--- src/rtl/msc_pkg.sv ---
// Package for the motor start-up configuration register bank.
// Assumes a 32-bit APB slave with word-aligned registers.
package msc_pkg;

  // ----------------------------------------------------------------
  // Register map
  // ----------------------------------------------------------------
  localparam int MSC_ADDR_W = 12;
  // Printed offset is a word index, byte address is four times it
  localparam logic [MSC_ADDR_W-1:0] MSC_CFG1_IDX = 12'h082;
  localparam logic [MSC_ADDR_W-1:0] MSC_CFG1_ADDR = 12'h208;
  localparam logic [31:0] MSC_CFG1_RESET = 32'h00000000;

  // ----------------------------------------------------------------
  // Field positions (low bit of each field)
  // ----------------------------------------------------------------
  localparam int MSC_PARITY_POS = 31;
  localparam int MSC_METHOD_POS = 29;
  localparam int MSC_RAMP_POS = 25;
  localparam int MSC_HOLD_TIME_POS = 21;
  localparam int MSC_HOLD_LIM_POS = 17;
  localparam int MSC_PD_RATE_POS = 14;
  localparam int MSC_PD_LIM_POS = 10;
  localparam int MSC_RELEASE_POS = 8;
  localparam int MSC_ANGLE_POS = 6;
  localparam int MSC_REPEAT_POS = 4;
  localparam int MSC_FIRST_POS = 0;

  // ----------------------------------------------------------------
  // Codes
  // ----------------------------------------------------------------
  typedef enum logic [1:0] {
    MSC_START_HOLD = 2'h0,
    MSC_START_DOUBLE_HOLD = 2'h1,
    MSC_START_POSITION_DETECT = 2'h2,
    MSC_START_SLOW_FIRST = 2'h3
  } msc_method_t;

  localparam logic [3:0] MSC_HOLD_LIM_NA = 4'h0;
  localparam logic [3:0] MSC_PD_LIM_MIN = 4'h2;
  localparam logic [1:0] MSC_REL_BRAKE = 2'h0;
  localparam logic [1:0] MSC_REL_TRISTATE = 2'h1;
  localparam logic [3:0] MSC_FIRST_RESERVED = 4'hA;

  // Whole word, layout matches the bit positions above
  typedef struct packed {
    logic parity;
    msc_method_t startup_method;
    logic [3:0] hold_ramp_rate;
    logic [3:0] hold_duration;
    logic [3:0] hold_current_limit;
    logic [2:0] pulse_detect_rate;
    logic [3:0] pulse_detect_current_limit;
    logic [1:0] pulse_detect_release_action;
    logic [1:0] pulse_detect_lead_angle;
    logic [1:0] pulse_detect_repeat_count;
    logic [3:0] first_cycle_rate;
  } msc_cfg_t;

  // Decoded qualifiers for the start-up sequencer
  typedef struct packed {
    logic hold_limit_valid;
    logic pulse_limit_valid;
    logic release_valid;
    logic first_rate_reserved;
  } msc_flags_t;

  typedef enum logic [2:0] {
    MSC_ST_IDLE = 3'b001,
    MSC_ST_RESP = 3'b010,
    MSC_ST_DONE = 3'b100
  } msc_state_t;

endpackage : msc_pkg

--- src/rtl/msc_startup_cfg.sv ---
// APB register bank holding the first motor start-up configuration word.
// Assumes an APB master on sys_clk; all inputs synchronous to it.
//
// Implementation choice: register access over APB.
`timescale 1ns/100ps
//
// Operation
// - 32-bit word at index 82h, resets zero
// - Bits 30:29 pick start-up method
// - Bits 28:25 hold voltage ramp rate code
// - Bits 20:17 hold current limit, 0 unused
// - Bits 16:14 pulse detection clock rate
// - Bits 9:8 release: brake or tristate
// - Bits 7:6 lead angle 0-90 degrees
// - Bits 5:4 pulse detection repeat count
// - Bits 3:0 first cycle rate code
module msc_startup_cfg
  import msc_pkg::*;
(
  input wire logic sys_clk,
  input wire logic sys_rst,
  input wire logic psel,
  input wire logic penable,
  input wire logic pwrite,
  input wire logic [MSC_ADDR_W-1:0] paddr,
  input wire logic [31:0] pwdata,
  output logic [31:0] prdata,
  output logic pready,
  output logic pslverr,
  output msc_cfg_t cfg,
  output msc_flags_t flags
);

  // ----------------------------------------------------------------
  // Bus handshake
  // ----------------------------------------------------------------
  // One wait state: pready rises in the second access cycle, so read
  // data and error are registered before the master samples them.
  msc_state_t state_q, state_d;
  logic pready_q, pready_d;
  logic pslverr_q, pslverr_d;
  logic [31:0] prdata_q, prdata_d;
  logic hit;
  logic commit;
  // Declared here because the read path returns the stored word
  msc_cfg_t cfg_q, cfg_d;

  assign hit = (paddr == MSC_CFG1_ADDR);
  assign commit = psel & penable & pready_q;

  always_comb begin
    state_d = state_q;
    pready_d = 1'b0;
    pslverr_d = 1'b0;
    prdata_d = prdata_q;
    case (state_q)
      MSC_ST_IDLE: begin
        if (psel && penable) begin
          state_d = MSC_ST_RESP;
          pready_d = 1'b1;
          pslverr_d = ~hit;
          // Unmapped reads return zero
          prdata_d = (hit && !pwrite) ? cfg_q : 32'h00000000;
        end
      end
      MSC_ST_RESP: begin
        state_d = MSC_ST_DONE;
      end
      MSC_ST_DONE: begin
        state_d = MSC_ST_IDLE;
      end
      default: begin
        state_d = MSC_ST_IDLE;
      end
    endcase
  end

  // ----------------------------------------------------------------
  // Configuration word
  // ----------------------------------------------------------------
  msc_flags_t flags_q, flags_d;

  always_comb begin
    cfg_d = cfg_q;
    // Every field stored verbatim, including parity and code 10
    if (commit && pwrite && hit) begin
      cfg_d = msc_cfg_t'(pwdata);
    end
    flags_d.hold_limit_valid =
      (cfg_d.hold_current_limit != MSC_HOLD_LIM_NA);
    flags_d.pulse_limit_valid =
      (cfg_d.pulse_detect_current_limit >= MSC_PD_LIM_MIN);
    flags_d.release_valid =
      (cfg_d.pulse_detect_release_action == MSC_REL_BRAKE) ||
      (cfg_d.pulse_detect_release_action == MSC_REL_TRISTATE);
    flags_d.first_rate_reserved =
      (cfg_d.first_cycle_rate == MSC_FIRST_RESERVED);
  end

  always_ff @(posedge sys_clk or posedge sys_rst) begin
    if (sys_rst) begin
      state_q <= MSC_ST_IDLE;
      pready_q <= 1'b0;
      pslverr_q <= 1'b0;
      prdata_q <= 32'h00000000;
      cfg_q <= msc_cfg_t'(MSC_CFG1_RESET);
      // Flags match the all-zero word: release code 0 is brake
      flags_q <= 4'h2;
    end else begin
      state_q <= state_d;
      pready_q <= pready_d;
      pslverr_q <= pslverr_d;
      prdata_q <= prdata_d;
      cfg_q <= cfg_d;
      flags_q <= flags_d;
    end
  end

  assign prdata = prdata_q;
  assign pready = pready_q;
  assign pslverr = pslverr_q;
  assign cfg = cfg_q;
  assign flags = flags_q;

  // ----------------------------------------------------------------
  // Checks
  // ----------------------------------------------------------------
  // Reset value is only guaranteed until the first committed write
  logic written_q, written_d;
  always_comb begin
    written_d = written_q | (commit & pwrite & hit);
  end

  always_ff @(posedge sys_clk or posedge sys_rst) begin
    if (sys_rst) begin
      written_q <= 1'b0;
    end else begin
      written_q <= written_d;
    end
  end
endmodule : msc_startup_cfg

--- config.mk ---
export PLATFORM = sky130hd
export DESIGN_NAME = msc_startup_cfg
export DESIGN_NICKNAME = d
export VERILOG_FILES = /design/src/rtl/msc_pkg.sv /design/src/rtl/msc_startup_cfg.sv
export SDC_FILE = /design/constraint.sdc
export NUM_CORES = 1
export LEC_CHECK = 0
export ABC_AREA = 1
export BUFFER_PORTS_ARGS = -buffer_cell sky130_fd_sc_hd__buf_2
export CAP_MARGIN = 5
export CORE_UTILIZATION = 49
export DETAILED_ROUTE_END_ITERATION = 7
export PLACE_DENSITY = 0.79
export SLEW_MARGIN = 15
export SYNTH_ARGS = -nofsm -noshare
export SYNTH_HDL_FRONTEND = slang
export SYNTH_SLANG_ARGS = --single-unit
--- constraint.sdc ---
create_clock -name sys_clk -period 2.74 [get_ports sys_clk]
set_clock_uncertainty 0.1 [all_clocks]
set_input_delay 0.411 -clock sys_clk [delete_from_list [all_inputs] [get_ports sys_clk]]
set_output_delay 0.411 -clock sys_clk [all_outputs]
set_load 0.02 [all_outputs]
==> reports/qor.csv <==
metric,value,unit
grtUsageTotal,0.217,
ir_drop,0.294,mV
slew_violations,0,
cts_post_setup_buffers_inserted,0,
gp_congestion,0.743,
final_area,0.00393,mm2
numCtsBuffers,9,
cp.arrival,1900,ps
place.port_buffers,118,
hold_class,in -> async,
leakagePower,2.18,nW
dieArea,0.00673,mm2
pre_cts_ws,669,ps
power.density,494,mW/mm2
layout_commonest_cell,buf_2,
drc_errors,0,
grt_first_pass_wirelength,10.8,mm
vias,2568,
r2r-end,cfg[7],
syn_area,0.00314,mm2
postRouteAntennaNets,0,
clock_path_buffers,2,
cts_resized,0,
fin_ws,950,ps
cp-start-kind,register,
tns,0,ps
dr.first_iter.drc_count,115,
min_period,1790,ps
rr_worst_depth,6,
htree_levels,3,
antenna_found_initial,0,
drt-pass1-iter-count,4,
routed_wl,6.77,mm
fmax,559,MHz
die_height,82.0,um
cts_root_buf,clkbuf_8,
max-cap-violations,0,
dpl_cell_area,0.00376,mm2
holdBufCountCts,0,
grt_overflow,0,
rsz0062_at_grt,no,
cts_tree,done,
n_antenna_cell,0,
multi_input_area,0.00105,mm2
status,"finished, final reports clean",
grt_max_degree,40,
synth-edff-count,0,
final-seq-area,0.00183,mm2
rows,28,
worst_skew_pair.late_latency,330,ps
synth-main-ff-cell,dfrtp_1,
clk_pin_slew,70,ps
ys_seq_area_frac,0.583,
drive_gt1_frac,0.399,
clock-sinks,73,
reg2reg_from,pready,
synth_fp_nets,384,
cp_max_fo,32,
regToRegSetupSlack,950,ps
wl_per_cell,12.7,um
synthArstFlopShare,1.00,
setup_viol,0,
start_util,0.518,
syn_inst,335,
grt_pass1_vias,2440,
fillers,510,
syn_to_final_growth,25.1,%
core-area,0.00606,mm2
end_kind,register,
final_nets,504,
synth_warnings,0,
avgSynthCellArea,9.37,um2
crit_required,2850,ps
max-slew-margin-rel,0.613,
worst_pin_slew,580,ps
critPathKind,reg -> reg,
most-common-layout-cells,"118 x buf_2, 108 x nand2_1, 71 x dfrtp_1, 40 x inv_1, 31 x o21ai_2",
die_w,82.0,um
hold_viol,0,
period_share,0.653,
place_hpwl,4.85,mm
yosysUniqueCellTypes,23,
avgViaCountPerCell,4.81,
synth_seq_cells,73,
ioPinCount,119,
final cells by class:
class | instances | share of cell area
inverters | 42 | 0.0401
clock inverters | 1 | 0.00127
clock buffers | 14 | 0.0414
multi-input cells | 206 | 0.268
repair buffers | 123 | 0.160
well taps | 75 | 0.0239
flip-flops and latches | 73 | 0.466
state kept, by name (all words and copies together), names as in the netlist, named ones only:
register and cells:
prdata 32, cfg 30, flags 4, state_q 3
pready 1, pslverr 1
power breakdown:
part	leakage [nW]	total [mW]	switching (mW)	internal, mW
combinational	1.12	0.117	0.0775	0.0399
sequential	0.974	1.09	0.00226	1.08
clock	0.0865	0.737	0.364	0.374
total	2.18	1.94	0.443	1.50
synth_stat cells (2+ instances only):
cell type,n,area (um2)
o21ai_0,5,25.0
o21ai_2,31,272
buf_2,3,15.0
nand2_1,108,405
inv_1,41,154
dfrtp_1,71,1780
nand2_2,6,37.5
nand4_1,8,50.1
nor2_1,17,63.8
buf_6,6,67.6
dfstp_2,2,52.6
nor2_2,2,12.5
o21ai_1,20,100
nand3_2,2,20.0
clkbuf_1,5,18.8
how the worst max path moves through the flow:
| stage | from | endpoint |
|---|---|---|
| 3_3_place_gp | paddr[7] | prdata[23] |
| 5_1_grt | pready | cfg[7] |
| 6_report | pready | cfg[7] |
| 2_1_floorplan | sys_rst | async pin |
| 3_5_place_dp | paddr[5] | prdata[23] |
| 4_1_cts | pready | cfg[7] |
stage by stage:
step           instances  hold slack (ps)  utilization  total power [mW]
6_report             534             62.9        0.648              1.94
4_1_cts              534             73.6        0.648              1.95
3_3_place_gp         519              317        0.620              1.22
5_1_grt              534              103        0.648              2.01
2_1_floorplan        335              309            -              1.17
3_5_place_dp         519              332        0.620              1.23
kinds of logic after synthesis:
family / count (synthesis) / synth area share
AND/OR/NAND/NOR: 150 / 0.208
flip-flops: 73 / 0.583
AO/OA/AOI/OAI: 56 / 0.126
buffers and inverters: 56 / 0.0825
critical path, stage by stage (launching register included):
cell and delay, ps:
dfrtp_1 360, nand2_1 130, nor2_8 190, nand3_2 350, buf_4 370, nand2_1 100
o21ai_1 60
per-layer routing:
layer  vias up  share of wire  GRT usage
met1      1189           0.46      0.285
met4         0          0.021      0.107
met2        88           0.47      0.350
met5         -              0          0
met3        11          0.046     0.0322
li1       1280              -          -
No activity file was read; power rests on OpenSTA's default activity.
